==> src/hdl/hsd_consts.svh <==
// Purpose: shared constants of the sa/ds0 packet controller
// Assumes: 8-bit register port, 8-bit data
// Notes:   offsets, bit positions, reset values and fixed patterns
`ifndef HSD_CONSTS_SVH
`define HSD_CONSTS_SVH

// ----------------------------------------------------------------
// register offsets
// ----------------------------------------------------------------
`define HSD_ADR_CTRL    8'hB0
`define HSD_ADR_STAT    8'hB1
`define HSD_ADR_MASK    8'hB2
`define HSD_ADR_RXINFO  8'hB3
`define HSD_ADR_TXINFO  8'hB4
`define HSD_ADR_RXFIFO  8'hB5
`define HSD_ADR_TXFIFO  8'hB6
`define HSD_ADR_MODE    8'hB7

// ----------------------------------------------------------------
// control register bits
// ----------------------------------------------------------------
`define HSD_CTL_RXRST   6
`define HSD_CTL_IDLESEL 5
`define HSD_CTL_TXRST   4
`define HSD_CTL_ABORT   3
`define HSD_CTL_EOM     2
`define HSD_CTL_NOSTUFF 1
`define HSD_CTL_NOCRC   0
`define HSD_CTL_RST     8'h00
`define HSD_MASK_RST    8'h00
`define HSD_MODE_RST    8'h00

// ----------------------------------------------------------------
// latched positions of the three status registers
// ----------------------------------------------------------------
`define HSD_LAT_STAT    8'h61
`define HSD_LAT_RXINFO  8'hF0
`define HSD_LAT_TXINFO  8'h04

// ----------------------------------------------------------------
// line patterns and check sequence
// ----------------------------------------------------------------
`define HSD_FLAG        8'h7E
`define HSD_IDLE        8'hFF
`define HSD_ABORT       8'hFE
`define HSD_CRC_INIT    16'hFFFF
`define HSD_CRC_POLY    16'h8408
`define HSD_CRC_GOOD    16'hF0B8
`define HSD_FIFO_DEPTH  64

`endif

==> src/hdl/hsd_pkg.sv <==
// Purpose: types of the sa/ds0 packet controller
// Assumes: nothing
// Notes:   constants live in hsd_consts.svh
package hsd_pkg;
  // transmit sequencer states
  typedef enum logic [2:0] {
    TX_IDLE, TX_OPEN, TX_DATA, TX_CRC1, TX_CRC2, TX_CLOSE, TX_ABORT
  } hsd_tx_state_t;
endpackage

==> src/hdl/hsd_fifo.sv <==
// Purpose: show-ahead byte fifo with flush and fill level
// Assumes: single clock, a push when full is dropped
// Notes:   head word is visible without a pop
`timescale 1ns/10ps
module hsd_fifo #(
  parameter int W     = 8,
  parameter int DEPTH = 64
) (
  input  wire logic                       ref_clk_i,
  input  wire logic                       rst_b_i,
  input  wire logic                       flush_i,
  input  wire logic                       push_i,
  input  wire logic [W-1:0]               wdata_i,
  input  wire logic                       pop_i,
  output logic      [W-1:0]               rdata_o,
  output logic                            empty_o,
  output logic                            full_o,
  output logic      [$clog2(DEPTH):0]     level_o
);
  localparam int AW = $clog2(DEPTH);

  logic [W-1:0]  mem [DEPTH];   // storage
  logic [AW-1:0] wp_reg;        // write pointer
  logic [AW-1:0] rp_reg;        // read pointer
  logic [AW:0]   lvl_reg;       // bytes held

  wire do_push = push_i && !full_o;
  wire do_pop  = pop_i && !empty_o;

  assign rdata_o = mem[rp_reg];
  assign empty_o = (lvl_reg == '0);
  assign full_o  = (lvl_reg == (AW+1)'(DEPTH));
  assign level_o = lvl_reg;

  // ----------------------------------------------------------------
  // pointers: one byte per push or pop
  // ----------------------------------------------------------------
  always_ff @(posedge ref_clk_i) begin
    if (!rst_b_i || flush_i) begin
      wp_reg  <= '0;
      rp_reg  <= '0;
      lvl_reg <= '0;
    end else begin
      if (do_push) begin
        wp_reg <= wp_reg + 1'b1;
      end
      if (do_pop) begin
        rp_reg <= rp_reg + 1'b1;
      end
      lvl_reg <= lvl_reg + (AW+1)'(do_push) - (AW+1)'(do_pop);
    end
  end

  // storage has no reset, contents are don't-care until written
  always_ff @(posedge ref_clk_i) begin
    if (do_push) begin
      mem[wp_reg] <= wdata_i;
    end
  end
endmodule

==> src/hdl/hsd_ctrl.sv <==
// Purpose: packet controller carried in sa bits or ds0 slots
// Assumes: slot strobes and serial data come from framer logic on ref_clk_i
// Notes:   register port, flags, check sequence, stuffing, aborts
//
// Functional notes
// - separate 64-byte transmit and receive buffers
// - insert/detect flags, generate/check CRC
// - aborts, zero stuffing, byte alignment
// - carry data in sa bits or slots
// - latched bit holds until a one is written to it
// - real-time bits live, writes ignored
// - written one captures copy, clears latch
// - written zero keeps readable copy
// - each event in the STAT register individually maskable
// - unmasked event pulls interrupt low
// - interrupt releases after host reads event
// - end-of-message bit self-clears after last byte
// - abort edge flushes, sends abort, idles
// - packet end/start, message end latched
//
// The register addresses and the strobed register port were chosen for this implementation.
`timescale 1ns/10ps
`include "hsd_consts.svh"
module hsd_ctrl #(
  parameter int DEPTH = `HSD_FIFO_DEPTH
) (
  input  wire logic       ref_clk_i,
  input  wire logic       rst_b_i,
  input  wire logic [7:0] addr_i,
  input  wire logic [7:0] wr_data_i,
  input  wire logic       wr_i,
  input  wire logic       rd_i,
  output logic      [7:0] rd_data_o,
  input  wire logic       tx_sa_slot_i,
  input  wire logic       tx_ds0_slot_i,
  output logic            tx_data_o,
  input  wire logic       rx_sa_slot_i,
  input  wire logic       rx_ds0_slot_i,
  input  wire logic       rx_data_i,
  input  wire logic       carrier_loss_i,
  input  wire logic       framer_irq_i,
  output logic            int_b_o
);
  localparam int LW = $clog2(DEPTH) + 1;

  // ----------------------------------------------------------------
  // helpers
  // ----------------------------------------------------------------
  // one-hot select of the three status registers
  function automatic logic [2:0] stat_sel(input logic [7:0] a);
    return {a == `HSD_ADR_TXINFO, a == `HSD_ADR_RXINFO, a == `HSD_ADR_STAT};
  endfunction

  // one bit of the reflected check sequence
  function automatic logic [15:0] crc_step(input logic [15:0] c, input logic b);
    return (c >> 1) ^ ((c[0] ^ b) ? `HSD_CRC_POLY : 16'h0000);
  endfunction

  // ----------------------------------------------------------------
  // register port decode
  // ----------------------------------------------------------------
  logic [7:0] ctrl_reg;            // control bits
  logic [7:0] controller_irq_mask_reg; // interrupt enables
  logic [7:0] mode_reg;            // bit0: 1 = slots, 0 = sa bits
  logic [7:0] rd_data_reg;         // read data, one cycle later
  logic       int_b_reg;           // shared interrupt, active low

  wire [2:0] wsel = wr_i ? stat_sel(addr_i) : 3'b000;
  wire [2:0] rsel = rd_i ? stat_sel(addr_i) : 3'b000;
  wire       ctl_wr  = wr_i && (addr_i == `HSD_ADR_CTRL);
  wire       msk_wr  = wr_i && (addr_i == `HSD_ADR_MASK);
  wire       mod_wr  = wr_i && (addr_i == `HSD_ADR_MODE);
  wire       txf_wr  = wr_i && (addr_i == `HSD_ADR_TXFIFO);
  wire       rxf_rd  = rd_i && (addr_i == `HSD_ADR_RXFIFO);

  // control bits acting on a 0-to-1 write
  wire rx_rst  = ctl_wr && wr_data_i[`HSD_CTL_RXRST] && !ctrl_reg[`HSD_CTL_RXRST];
  wire tx_rst  = ctl_wr && wr_data_i[`HSD_CTL_TXRST] && !ctrl_reg[`HSD_CTL_TXRST];
  wire abt_cmd = ctl_wr && wr_data_i[`HSD_CTL_ABORT] && !ctrl_reg[`HSD_CTL_ABORT];

  // ----------------------------------------------------------------
  // buffers
  // ----------------------------------------------------------------
  logic [8:0]    tf_q;     // {eom tag, byte}
  logic          tf_empty;
  logic          tf_full;
  logic [LW-1:0] tf_lvl;
  logic          tf_pop;
  logic [10:0]   rf_q;     // {ok, close, open, byte}
  logic [10:0]   rf_d;
  logic          rf_empty;
  logic          rf_full;
  logic [LW-1:0] rf_lvl;
  logic          rf_push;

  // two independent 64-byte buffers, one byte per access
  hsd_fifo #(.W(9), .DEPTH(DEPTH)) u_txf (
    .ref_clk_i (ref_clk_i),
    .rst_b_i   (rst_b_i),
    .flush_i   (tx_rst || abt_cmd),
    .push_i    (txf_wr),
    .wdata_i   ({ctrl_reg[`HSD_CTL_EOM], wr_data_i}),
    .pop_i     (tf_pop),
    .rdata_o   (tf_q),
    .empty_o   (tf_empty),
    .full_o    (tf_full),
    .level_o   (tf_lvl)
  );
  hsd_fifo #(.W(11), .DEPTH(DEPTH)) u_rxf (
    .ref_clk_i (ref_clk_i),
    .rst_b_i   (rst_b_i),
    .flush_i   (rx_rst),
    .push_i    (rf_push),
    .wdata_i   (rf_d),
    .pop_i     (rxf_rd),
    .rdata_o   (rf_q),
    .empty_o   (rf_empty),
    .full_o    (rf_full),
    .level_o   (rf_lvl)
  );

  // ----------------------------------------------------------------
  // transmit sequencer
  // ----------------------------------------------------------------
  hsd_pkg::hsd_tx_state_t tx_st_reg;   // current byte kind
  hsd_pkg::hsd_tx_state_t tx_st_next;
  logic [7:0]  tx_sh_reg;              // byte being shifted, lsb first
  logic [7:0]  tx_sh_next;
  logic [2:0]  tx_cnt_reg;             // bits sent of this byte
  logic [2:0]  tx_ones_reg;            // run of ones for stuffing
  logic [15:0] tx_crc_reg;             // running check sequence
  logic        tx_last_reg;            // current data byte is the last
  logic        tx_last_next;
  logic        tx_bit_reg;             // serial output
  logic        tx_udr;                 // underrun this byte
  logic        tx_eom_clr;             // last byte gone out

  // sa positions or selected slots carry the bits
  wire tx_en    = mode_reg[0] ? tx_ds0_slot_i : tx_sa_slot_i;
  wire tx_cnts  = (tx_st_reg == hsd_pkg::TX_DATA) || (tx_st_reg == hsd_pkg::TX_CRC1) ||
                  (tx_st_reg == hsd_pkg::TX_CRC2);
  // a stuffed zero also precedes a closing flag after five ones
  wire tx_stuff = (tx_ones_reg == 3'd5);
  wire tx_adv   = tx_en && !tx_stuff;
  wire tx_bdone = tx_adv && (tx_cnt_reg == 3'd7);
  wire [15:0] tx_crc_upd = (tx_adv && tx_st_reg == hsd_pkg::TX_DATA) ?
                           crc_step(tx_crc_reg, tx_sh_reg[0]) : tx_crc_reg;
  wire [7:0] idle_pat = ctrl_reg[`HSD_CTL_IDLESEL] ? `HSD_IDLE : `HSD_FLAG;

  // choice of the next byte at a byte boundary
  always_comb begin
    tx_st_next   = tx_st_reg;
    tx_sh_next   = idle_pat;
    tx_last_next = tx_last_reg;
    tf_pop       = 1'b0;
    tx_udr       = 1'b0;
    tx_eom_clr   = 1'b0;
    if (tx_bdone) begin
      unique case (tx_st_reg)
        hsd_pkg::TX_IDLE, hsd_pkg::TX_CLOSE, hsd_pkg::TX_ABORT: begin
          // opening flag as soon as data waits
          if (!tf_empty) begin
            tx_st_next = hsd_pkg::TX_OPEN;
            tx_sh_next = `HSD_FLAG;
          end else begin
            tx_st_next = hsd_pkg::TX_IDLE;
          end
        end
        hsd_pkg::TX_OPEN, hsd_pkg::TX_DATA: begin
          if (tx_st_reg == hsd_pkg::TX_DATA && tx_last_reg) begin
            tx_eom_clr = 1'b1;
            if (ctrl_reg[`HSD_CTL_NOCRC]) begin
              tx_st_next = hsd_pkg::TX_CLOSE;
              tx_sh_next = `HSD_FLAG;
            end else begin
              tx_st_next = hsd_pkg::TX_CRC1;
              tx_sh_next = ~tx_crc_upd[7:0];
            end
          end else if (!tf_empty) begin
            tx_st_next   = hsd_pkg::TX_DATA;
            tx_sh_next   = tf_q[7:0];
            tx_last_next = tf_q[8];
            tf_pop       = 1'b1;
          end else begin
            // starved mid-packet: abort it
            tx_st_next = hsd_pkg::TX_ABORT;
            tx_sh_next = `HSD_ABORT;
            tx_udr     = 1'b1;
          end
        end
        hsd_pkg::TX_CRC1: begin
          tx_st_next = hsd_pkg::TX_CRC2;
          tx_sh_next = ~tx_crc_reg[15:8];
        end
        hsd_pkg::TX_CRC2: begin
          tx_st_next = hsd_pkg::TX_CLOSE;
          tx_sh_next = `HSD_FLAG;
        end
      endcase
    end
  end

  // bit shifter and sequencer state
  always_ff @(posedge ref_clk_i) begin
    if (!rst_b_i || tx_rst) begin
      tx_st_reg   <= hsd_pkg::TX_IDLE;
      tx_sh_reg   <= `HSD_FLAG;
      tx_cnt_reg  <= 3'd0;
      tx_ones_reg <= 3'd0;
      tx_crc_reg  <= `HSD_CRC_INIT;
      tx_last_reg <= 1'b0;
      tx_bit_reg  <= 1'b1;
    end else if (abt_cmd) begin
      // abort edge: drop the byte in flight, send one abort
      tx_st_reg   <= hsd_pkg::TX_ABORT;
      tx_sh_reg   <= `HSD_ABORT;
      tx_cnt_reg  <= 3'd0;
      tx_ones_reg <= 3'd0;
      tx_last_reg <= 1'b0;
    end else begin
      if (tx_en) begin
        tx_bit_reg <= tx_stuff ? 1'b0 : tx_sh_reg[0];
      end
      if (tx_en && tx_stuff) begin
        tx_ones_reg <= 3'd0;
      end else if (tx_adv) begin
        tx_ones_reg <= (tx_cnts && !ctrl_reg[`HSD_CTL_NOSTUFF] && tx_sh_reg[0]) ?
                       tx_ones_reg + 3'd1 : 3'd0;
      end
      if (tx_adv) begin
        tx_cnt_reg <= tx_cnt_reg + 3'd1;
        tx_sh_reg  <= tx_bdone ? tx_sh_next : {1'b0, tx_sh_reg[7:1]};
      end
      tx_crc_reg  <= (tx_bdone && tx_st_next == hsd_pkg::TX_OPEN) ?
                     `HSD_CRC_INIT : tx_crc_upd;
      tx_st_reg   <= tx_st_next;
      tx_last_reg <= tx_last_next;
    end
  end

  // ----------------------------------------------------------------
  // receive deframer
  // ----------------------------------------------------------------
  logic [2:0]  rx_ones_reg;   // run of ones, saturating
  logic        rx_inf_reg;    // opening flag seen
  logic [5:0]  rx_dq_reg;     // six-bit delay hides the flag prefix
  logic [2:0]  rx_dn_reg;     // bits held in delay
  logic [7:0]  rx_sh_reg;     // byte assembly
  logic [2:0]  rx_bc_reg;     // bit position in byte
  logic [15:0] rx_crc_reg;    // running check
  logic [7:0]  rx_h_reg [3];  // last three bytes, two are the check
  logic [1:0]  rx_nh_reg;     // bytes held
  logic        rx_first_reg;  // next pushed byte opens the packet
  logic        rx_any_reg;    // data bits since opening flag

  wire rx_en    = mode_reg[0] ? rx_ds0_slot_i : rx_sa_slot_i;
  wire rx_b     = rx_data_i;
  wire rx_flag  = rx_en && !rx_b && (rx_ones_reg == 3'd6);
  wire rx_abt   = rx_en && rx_b && (rx_ones_reg == 3'd6);
  wire rx_unst  = rx_en && !rx_b && (rx_ones_reg == 3'd5);
  wire rx_cand  = rx_en && rx_inf_reg && !rx_flag && !rx_unst &&
                  !(rx_b && rx_ones_reg >= 3'd5);
  wire rx_rel   = rx_cand && (rx_dn_reg == 3'd6);
  wire rx_rbit  = rx_dq_reg[0];
  wire rx_bdone = rx_rel && (rx_bc_reg == 3'd7);
  wire [7:0] rx_byte = {rx_rbit, rx_sh_reg[7:1]};
  wire rx_close = rx_flag && rx_inf_reg && rx_any_reg;
  wire rx_good  = (rx_crc_reg == `HSD_CRC_GOOD) && (rx_bc_reg == 3'd0) &&
                  (rx_nh_reg == 2'd3);
  wire rx_full3 = (rx_nh_reg == 2'd3);

  // push the oldest held byte on a new byte or on a good-length close
  assign rf_push = (rx_bdone && rx_full3) || (rx_close && rx_full3);
  assign rf_d    = {rx_close && rx_good, rx_close, rx_first_reg, rx_h_reg[0]};

  // events toward the status registers
  wire ev_rps  = rx_bdone && rx_first_reg && (rx_nh_reg == 2'd0);
  wire ev_rovr = rf_push && rf_full;
  wire ev_rx_abort_seen = rx_abt;
  wire ev_rpe  = rx_close || (rx_abt && rx_inf_reg && rx_any_reg) || ev_rovr;
  wire ev_rvm  = rx_close && rx_good;
  wire ev_rcrc = rx_close && !rx_good;

  always_ff @(posedge ref_clk_i) begin
    if (!rst_b_i || rx_rst) begin
      rx_ones_reg  <= 3'd0;
      rx_inf_reg   <= 1'b0;
      rx_dq_reg    <= 6'h00;
      rx_dn_reg    <= 3'd0;
      rx_sh_reg    <= 8'h00;
      rx_bc_reg    <= 3'd0;
      rx_crc_reg   <= `HSD_CRC_INIT;
      rx_nh_reg    <= 2'd0;
      rx_first_reg <= 1'b1;
      rx_any_reg   <= 1'b0;
      rx_h_reg     <= '{8'h00, 8'h00, 8'h00};
    end else begin
      if (rx_en) begin
        rx_ones_reg <= !rx_b ? 3'd0 :
                       (rx_ones_reg == 3'd7) ? 3'd7 : rx_ones_reg + 3'd1;
      end
      if (rx_flag || rx_abt) begin
        // a flag opens the next packet, an abort waits for a flag
        rx_inf_reg   <= rx_flag;
        rx_dn_reg    <= 3'd0;
        rx_bc_reg    <= 3'd0;
        rx_crc_reg   <= `HSD_CRC_INIT;
        rx_nh_reg    <= 2'd0;
        rx_first_reg <= 1'b1;
        rx_any_reg   <= 1'b0;
      end else if (rx_cand) begin
        rx_dq_reg <= {rx_b, rx_dq_reg[5:1]};
        if (!rx_rel) begin
          rx_dn_reg <= rx_dn_reg + 3'd1;
        end else begin
          rx_any_reg <= 1'b1;
          rx_sh_reg  <= rx_byte;
          rx_bc_reg  <= rx_bc_reg + 3'd1;
          rx_crc_reg <= crc_step(rx_crc_reg, rx_rbit);
        end
        if (rx_bdone && rx_full3) begin
          rx_h_reg     <= '{rx_h_reg[1], rx_h_reg[2], rx_byte};
          rx_first_reg <= 1'b0;
        end else if (rx_bdone) begin
          rx_h_reg[rx_nh_reg] <= rx_byte;
          rx_nh_reg           <= rx_nh_reg + 2'd1;
        end
      end
    end
  end

  // ----------------------------------------------------------------
  // status registers: latched, real-time, readable copy
  // ----------------------------------------------------------------
  logic [7:0] ev_reg   [3];   // latched events not yet captured
  logic [7:0] copy_reg [3];   // readable copy of latched bits
  logic [7:0] pend_reg [3];   // captured but not yet read
  logic [7:0] ev_set   [3];
  logic [7:0] rt_val   [3];
  logic [7:0] lmask    [3];
  logic [7:0] st_rd    [3];

  // latched: packet end, packet start, message end; abort, crc error, overrun, valid message; underrun
  assign ev_set[0] = {1'b0, ev_rpe, ev_rps, 4'h0, tx_bdone && tx_st_reg == hsd_pkg::TX_CLOSE};
  assign ev_set[1] = {ev_rx_abort_seen, ev_rcrc, ev_rovr, ev_rvm, 4'h0};
  assign ev_set[2] = {5'h00, tx_udr, 2'b00};
  // real-time levels
  assign rt_val[0] = {carrier_loss_i, 2'b00, rf_lvl > LW'(DEPTH / 2), !rf_empty,
                      tf_lvl < LW'(DEPTH / 2), !tf_full, 1'b0};
  assign rt_val[1] = {4'h0, rf_empty, rf_q[10:8]};
  assign rt_val[2] = {6'h00, tf_full, tf_empty};
  assign lmask[0]  = `HSD_LAT_STAT;
  assign lmask[1]  = `HSD_LAT_RXINFO;
  assign lmask[2]  = `HSD_LAT_TXINFO;

  for (genvar i = 0; i < 3; i++) begin : g_stat
    wire [7:0] wm = wsel[i] ? (wr_data_i & lmask[i]) : 8'h00;
    assign st_rd[i] = (copy_reg[i] & lmask[i]) | (rt_val[i] & ~lmask[i]);

    // write-then-read capture; a new event beats the clear
    always_ff @(posedge ref_clk_i) begin
      if (!rst_b_i) begin
        ev_reg[i]   <= 8'h00;
        copy_reg[i] <= 8'h00;
        pend_reg[i] <= 8'h00;
      end else begin
        ev_reg[i]   <= (ev_reg[i] & ~wm) | ev_set[i];
        copy_reg[i] <= (copy_reg[i] & ~wm) | (ev_reg[i] & wm);
        pend_reg[i] <= rsel[i] ? 8'h00 : (pend_reg[i] | (ev_reg[i] & wm));
      end
    end
  end

  // interrupt sources: uncaptured or unread latched, live real-time
  wire [7:0] irq_src = ((ev_reg[0] | pend_reg[0]) & lmask[0]) | (rt_val[0] & ~lmask[0]);

  // ----------------------------------------------------------------
  // control, mask, mode, read data and interrupt
  // ----------------------------------------------------------------
  always_ff @(posedge ref_clk_i) begin
    if (!rst_b_i) begin
      ctrl_reg                <= `HSD_CTL_RST;
      controller_irq_mask_reg <= `HSD_MASK_RST;
      mode_reg                <= `HSD_MODE_RST;
      int_b_reg               <= 1'b1;
    end else begin
      if (ctl_wr) begin
        ctrl_reg <= wr_data_i & 8'h7F;
      end else if (tx_eom_clr || tx_rst) begin
        ctrl_reg[`HSD_CTL_EOM] <= 1'b0;
      end
      if (msk_wr) begin
        controller_irq_mask_reg <= wr_data_i;
      end
      if (mod_wr) begin
        mode_reg <= wr_data_i & 8'h01;
      end
      // masked sources joined with the framer's own
      int_b_reg <= !(|(irq_src & controller_irq_mask_reg) || framer_irq_i);
    end
  end

  // read data valid the cycle after the strobe, zero when unmapped
  always_ff @(posedge ref_clk_i) begin
    if (!rst_b_i) begin
      rd_data_reg <= 8'h00;
    end else if (rd_i) begin
      unique case (addr_i)
        `HSD_ADR_CTRL:   rd_data_reg <= ctrl_reg;
        `HSD_ADR_STAT:   rd_data_reg <= st_rd[0];
        `HSD_ADR_MASK:   rd_data_reg <= controller_irq_mask_reg;
        `HSD_ADR_RXINFO: rd_data_reg <= st_rd[1];
        `HSD_ADR_TXINFO: rd_data_reg <= st_rd[2];
        `HSD_ADR_RXFIFO: rd_data_reg <= rf_empty ? 8'h00 : rf_q[7:0];
        `HSD_ADR_MODE:   rd_data_reg <= mode_reg;
        default:         rd_data_reg <= 8'h00;
      endcase
    end
  end

  assign rd_data_o = rd_data_reg;
  assign tx_data_o = tx_bit_reg;
  assign int_b_o   = int_b_reg;
endmodule

==> config.mk <==
export PLATFORM = sky130hd
export DESIGN_NAME = hsd_ctrl
export DESIGN_NICKNAME = d
export VERILOG_FILES = /design/src/hdl/hsd_pkg.sv /design/src/hdl/hsd_fifo.sv /design/src/hdl/hsd_ctrl.sv
export VERILOG_INCLUDE_DIRS = /design/src /design/src/hdl
export SDC_FILE = /design/constraint.sdc
export NUM_CORES = 2
export LEC_CHECK = 0
export ABC_AREA = 0
export BUFFER_PORTS_ARGS = -buffer_cell sky130_fd_sc_hd__buf_2
export CAP_MARGIN = 20
export CORE_MARGIN = 1.5
export CORE_UTILIZATION = 40
export DETAILED_ROUTE_END_ITERATION = 10
export PLACE_DENSITY = 0.67
export SLEW_MARGIN = 40
export SYNTH_ARGS = -nofsm -noshare
export SYNTH_HDL_FRONTEND = slang
export SYNTH_SLANG_ARGS = --single-unit
==> constraint.sdc <==
create_clock -name ref_clk_i -period 7.9 [get_ports ref_clk_i]
set_clock_uncertainty 0.05 [all_clocks]
set_input_delay 1.58 -clock ref_clk_i [delete_from_list [all_inputs] [get_ports ref_clk_i]]
set_output_delay 1.58 -clock ref_clk_i [all_outputs]
set_load 0.1 [all_outputs]
Word level (Yosys, flattened, before mapping):

Memory sizes are Yosys's and may differ from the RTL's. A register that Yosys moved wholly into a read port is not among the register bits.
Index checks and enable logic that the tools add are counted.

* equality and inequality tests: 26
* mux-type cells: 73
* reductions and logical operators: 103
* $add $sub $neg: 14
* $lt $le $gt $ge: 5
* bitwise gates (word level): 49

Operator list (count)
* two-way mux 8 bit: 23
* AND 8 bit: 8
* equality test 8 bit (second input constant): 8
* two-way mux 16 bit: 4
* bitwise OR 8 bit: 7
* one-hot mux 8 bit (7 select lines): 1
* logical AND 1 bit: 50
* two-way mux 24 bit: 2
* two-way mux 3 bit: 11
* one-hot mux 8 bit (4 select lines): 1
* XOR 15 x 16 -> 16 bit: 2
* equality test 3 bit (second input constant): 10
* adder 6 x 1 -> 6 bit (second input constant): 4
* bitwise mux 24 bit: 1
* two-way mux 6 bit: 4
* inverter 8 bit: 3
* two-way mux 1 bit: 23
* demux 8 bit (select 2 bit): 1
* equality test 16 bit (second input constant): 1
* zero test 1 bit: 16
* bitwise OR 7 x 8 -> 8 bit: 2
* adder 3 x 1 -> 3 bit (second input constant): 5
* adder 7 x 1 -> 7 bit: 2
* equality test 7 bit (second input constant): 2
* 35 further kinds: 79

* logic and storage cells: 310
* register bits: 166
* input bits: 27
* memories kept: 5
* output and inout bits: 10
* memory bits (writable): 1352

Memories
* u_rxf.mem: words 64, width 11, read ports 1, clocked after Yosys merged registers in 1, write ports 1, RTL line hsd_fifo.sv:22 `logic [W-1:0] mem [DEPTH];`
* u_txf.mem: words 64, width 9, read ports 1, clocked after Yosys merged registers in 1, write ports 1, RTL line hsd_fifo.sv:22
* copy_reg: words 3, width 8, read ports 3, clocked after Yosys merged registers in 0, write ports 3, RTL line hsd_ctrl.sv:336 `logic [7:0] copy_reg [3];`
* ev_reg: words 3, width 8, read ports 3, clocked after Yosys merged registers in 0, write ports 3, RTL line hsd_ctrl.sv:335 `logic [7:0] ev_reg [3];`
* pend_reg: words 3, width 8, read ports 3, clocked after Yosys merged registers in 0, write ports 3, RTL line hsd_ctrl.sv:337 `logic [7:0] pend_reg [3];`

Longest topological paths before layout:

* word-level depth: 15
* mapped depth: 16
* mapped depth without buffers: 15

Cells and area by module:

From an unflattened synthesis, not the netlist that was laid out.

* cells, all modules: 3302
* area, all modules: 58836.4 um2

By module, submodules not included
* hsd_fifo (u_rxf): cells an instance 1328, times used 1, area each 28378.5 um2, sequential area each 21640.8 um2
* hsd_fifo (u_txf): cells an instance 1141, times used 1, area each 23470.0 um2, sequential area each 17797.1 um2
* hsd_ctrl: cells an instance 833, times used 1, area each 6988.0 um2, sequential area each 2922.8 um2

Worst setup path before layout:

OpenSTA, ideal clock, no wires.

* path type: input to register
* from: input rx_data_i
* to: memory u_rxf.mem[0][10], data pin
* arrival time: 3876 ps
* path slack: 3468 ps
* setup time: 505 ps
* cell stages on the path: 3
* data required time: 7345 ps
* buffers on the path: 1
* path through: clkbuf_1 -> or4_1 -> nor2_1

* longest elaborated chain between the ends: 6

RTL lines
* from (decl): RTL line hsd_ctrl.sv:39 `input wire logic rx_data_i,`
* zero test 1 bit
* logical AND 1 bit (2 in a row): RTL line hsd_ctrl.sv:258 `wire rx_flag = rx_en && !rx_b && (rx_ones_reg == 3'd6);`
* logical AND 1 bit (2 in a row): RTL line hsd_ctrl.sv:267 `wire rx_close = rx_flag && rx_inf_reg && rx_any_reg;`
* logical AND 1 bit
* net ev_rvm: RTL line hsd_ctrl.sv:281 `wire ev_rvm = rx_close && rx_good;`
* to (decl): RTL line hsd_fifo.sv:22

The timed path passes the listed nets, and every way through them passes these cells.

Worst setup path in the final report:

* from: input addr_i[6]
* to: memory u_txf.mem[70][3], in the netlist u_txf.mem[35][3] (enable)

* longest elaborated chain between the ends: 5

RTL lines
* from (decl): RTL line hsd_ctrl.sv:29 `input wire logic [7:0] addr_i,`
* equality test 8 bit (no line)
* logical AND 1 bit: RTL line hsd_ctrl.sv:73 `` wire txf_wr = wr_i && (addr_i == `HSD_ADR_TXFIFO); ``
* logical AND 1 bit: RTL line hsd_fifo.sv:27 `wire do_push = push_i && !full_o;`
* two-way mux 1 bit: RTL line hsd_fifo.sv:56 `if (do_push) begin`
* two-way mux 1 bit (not written as such): RTL line hsd_fifo.sv:57 `mem[wp_reg] <= wdata_i;`
* to (decl): RTL line hsd_fifo.sv:22

No other way between the ends.

==> results.cfg <==
[status]
status = finished clean

[clock_network]
cts.sinks = 1476
post_cts_buffers = 0
cts_tree = built
cts_resized = 0
clock_path_buffers = 3
cts-root-buf = clkbuf_16
h-tree-depth = 4
path_clk_slew_ns = 0.06
cts_buffers = 148
cts_hold_buffers = 0
clock_latency_ns = 0.80

[die]
io_pins = 37
dieArea_sq_um = 149000
rows = 140
die_height_um = 386
core_area_sq_um = 146000
initial_core_util = 0.403
die_width_um = 386

[setup_path]
crit_path_start_kind = input port
crit_slowest_cell = nor2_1
worstPathArrival_ns = 5.14
cp_num_cells = 7
required_ns = 8.26
cp_top_family = simple AND/OR/NAND/NOR gates
worst-path-max-fanout = 10
path_cells = buf_2 -> nand4bb_1 -> nor3_1 -> and3_1 -> nor2b_1 -> nand3_1 -> nor2_1
path_class = input port to flop
slowest_delay_ns = 0.90
path_buf_inv = 1
worst_r2r_path_depth = 7
end_kind = flop

[synth]
synth_flop_cell = edfxtp_1
synth-edff-count = 1280
ys_seq_area_frac = 0.723
synth_area_leaders = edfxtp_1 66%, mux4_2 14%, dfxtp_1 6.7%
yosysTopAreaCell = edfxtp_1
syn_area_per_cell_sq_um = 18.4
synth_top_cell_area_share = 0.656
synth_most_common_cell = edfxtp_1
synth_fp_nets = 3254
ys_ff_latch = 1476
synthCells = 3184
yosys_warnings = 0
syn_area_sq_um = 58600
ys_types = 82
async_flop_share = 0
synthTopCellsByCount = 1280 x edfxtp_1, 374 x mux4_2, 290 x nor2_1

[flow_run]
cap_violations = 0

[global_routing]
grt_pass1_vias = 29630
grt_pass1_wl_um = 206000
antenna_found_initial = 5
grt_remaining_overflow = 0
track_usage = 0.189
grt_max_degree = 88

[routing]
drt_wl_total_um = 139000
drtAntennaViolNets = 0
met2_length_um = 63900
wl_per_cell_um = 26.3
drt_iter0_markers = 3297
wl_met3_um = 11800
viasPerCell = 5.76
firstDrtPassIters = 5
highest_layer = met5
met1_length_um = 60300
vias = 30455
drc = 0

[sta]
hold_violations = 0
setup_ws_ns = 3.11
fin_crit_ns = 4.79
slew_viol_final = 0
fmax_mhz = 209
hold_ws_ns = 0.405
tns_ns = 0
slew_headroom = 0.407
setup_viol = 0
period_share = 0.606
tightest_slew_ns = 0.888
rsz0062_at_grt = false

[place]
dpl.cell_count = 5017
io_buffer_count = 36
place_ws_ns = 2.37
placed_cell_area_sq_um = 61200
place.gp.congestion = 0.881
dp_hpwl_um = 87600

[final_layout]
insertedDiodeCount = 0
top_regs = u_rxf.mem (704), u_txf.mem (576)
utilization = 0.457
fin_area_sq_um = 66500
drive_gt1_frac = 0.247
nNetsFinal = 3322
syn2layout_area_growth_pct = 13.5
layoutNonFillerInstCount = 5288
largest_reg_flops = 704
top_register = u_rxf.mem

[worst_hold_path]
worstHoldPathType = flop to flop
hold_depth = 2

[power_and_ir_drop]
ir_worst_vdd_v = 0.000224
report.power.total_mw = 15.9
leakagePower_nw = 21.9
power_density_nw_per_um2 = 240
-- placed cells by master, fill, tap and decap left out, drive strengths merged, types with 9 or more instances in the layout --
master,synthesis,layout
nor3,26,26
ha,41,41
nand4,20,20
mux2i,87,87
bufinv,0,20
and2,13,13
clkinv,1,44
o211ai,18,18
a221oi,9,9
nor2,290,290
o21ai,40,40
nand2,146,146
xnor2,21,21
inv,52,58
mux4,374,374
nand3,65,65
xor2,19,19
mux2,13,13
clkinvlp,0,10
a311oi,18,18
dfxtp,196,196
edfxtp,1280,1280
nor2b,16,16
or3,9,9
nand3b,15,15
a21oi,60,60
a22oi,22,22
o32a,9,9
clkbuf,87,190
buf,92,97
-- tightest hold or removal path: stages, from the launching register on --
cell and delay, ns:
dfxtp_1 0.31, inv_1 0.04, a21boi_0 0.06
-- final cells by class --
| class | count | area (sq um) |
|---|---|---|
| well taps | 1917 | 2400 |
| fillers | 12041 | 79100 |
| repair buffers | 97 | 867 |
| clock inverters | 79 | 1090 |
| clock buffers | 190 | 4060 |
| multi-input cells | 1476 | 15500 |
| inverters | 53 | 199 |
| flip-flops and latches | 1476 | 42400 |
-- power by group --
| part | switching (mW) | internal [mW] | leakage (nW) | total (mW) |
|---|---|---|---|---|
| registers | 0.00610 | 8.39 | 14.7 | 8.40 |
| logic | 0.129 | 0.0384 | 4.68 | 0.168 |
| clock network | 3.04 | 4.33 | 2.49 | 7.37 |
| total | 3.18 | 12.8 | 21.9 | 15.9 |
-- worst paths after layout --
check                endpoint  slack (ns)            from
min            pend_reg[0][5]        0.40  pend_reg[0][5]
max          u_txf.mem[35][3]        3.11       addr_i[6]
max reg2reg  u_rxf.mem[62][3]        3.39     mode_reg[0]
min reg2reg    pend_reg[0][5]        0.40  pend_reg[0][5]
-- routing by layer --
metal,up-vias,global-route usage
met5,-,0
li1,12938,-
met4,6,0.0556
met2,1439,0.282
met1,15879,0.279
met3,193,0.0399
-- logic make-up (layout without fill, tap and decap cells) --
family | Yosys count | after routing | share of synthesized area
xor+xnor | 40 | 40 | 0.00598
simple gates | 657 | 657 | 0.0517
mux | 474 | 474 | 0.161
buf+inv | 232 | 419 | 0.0173
fa+ha+maj | 43 | 43 | 0.00944
compound gates | 262 | 262 | 0.0315
flops | 1476 | 1476 | 0.723
Power figures use the tool's default switching activity.
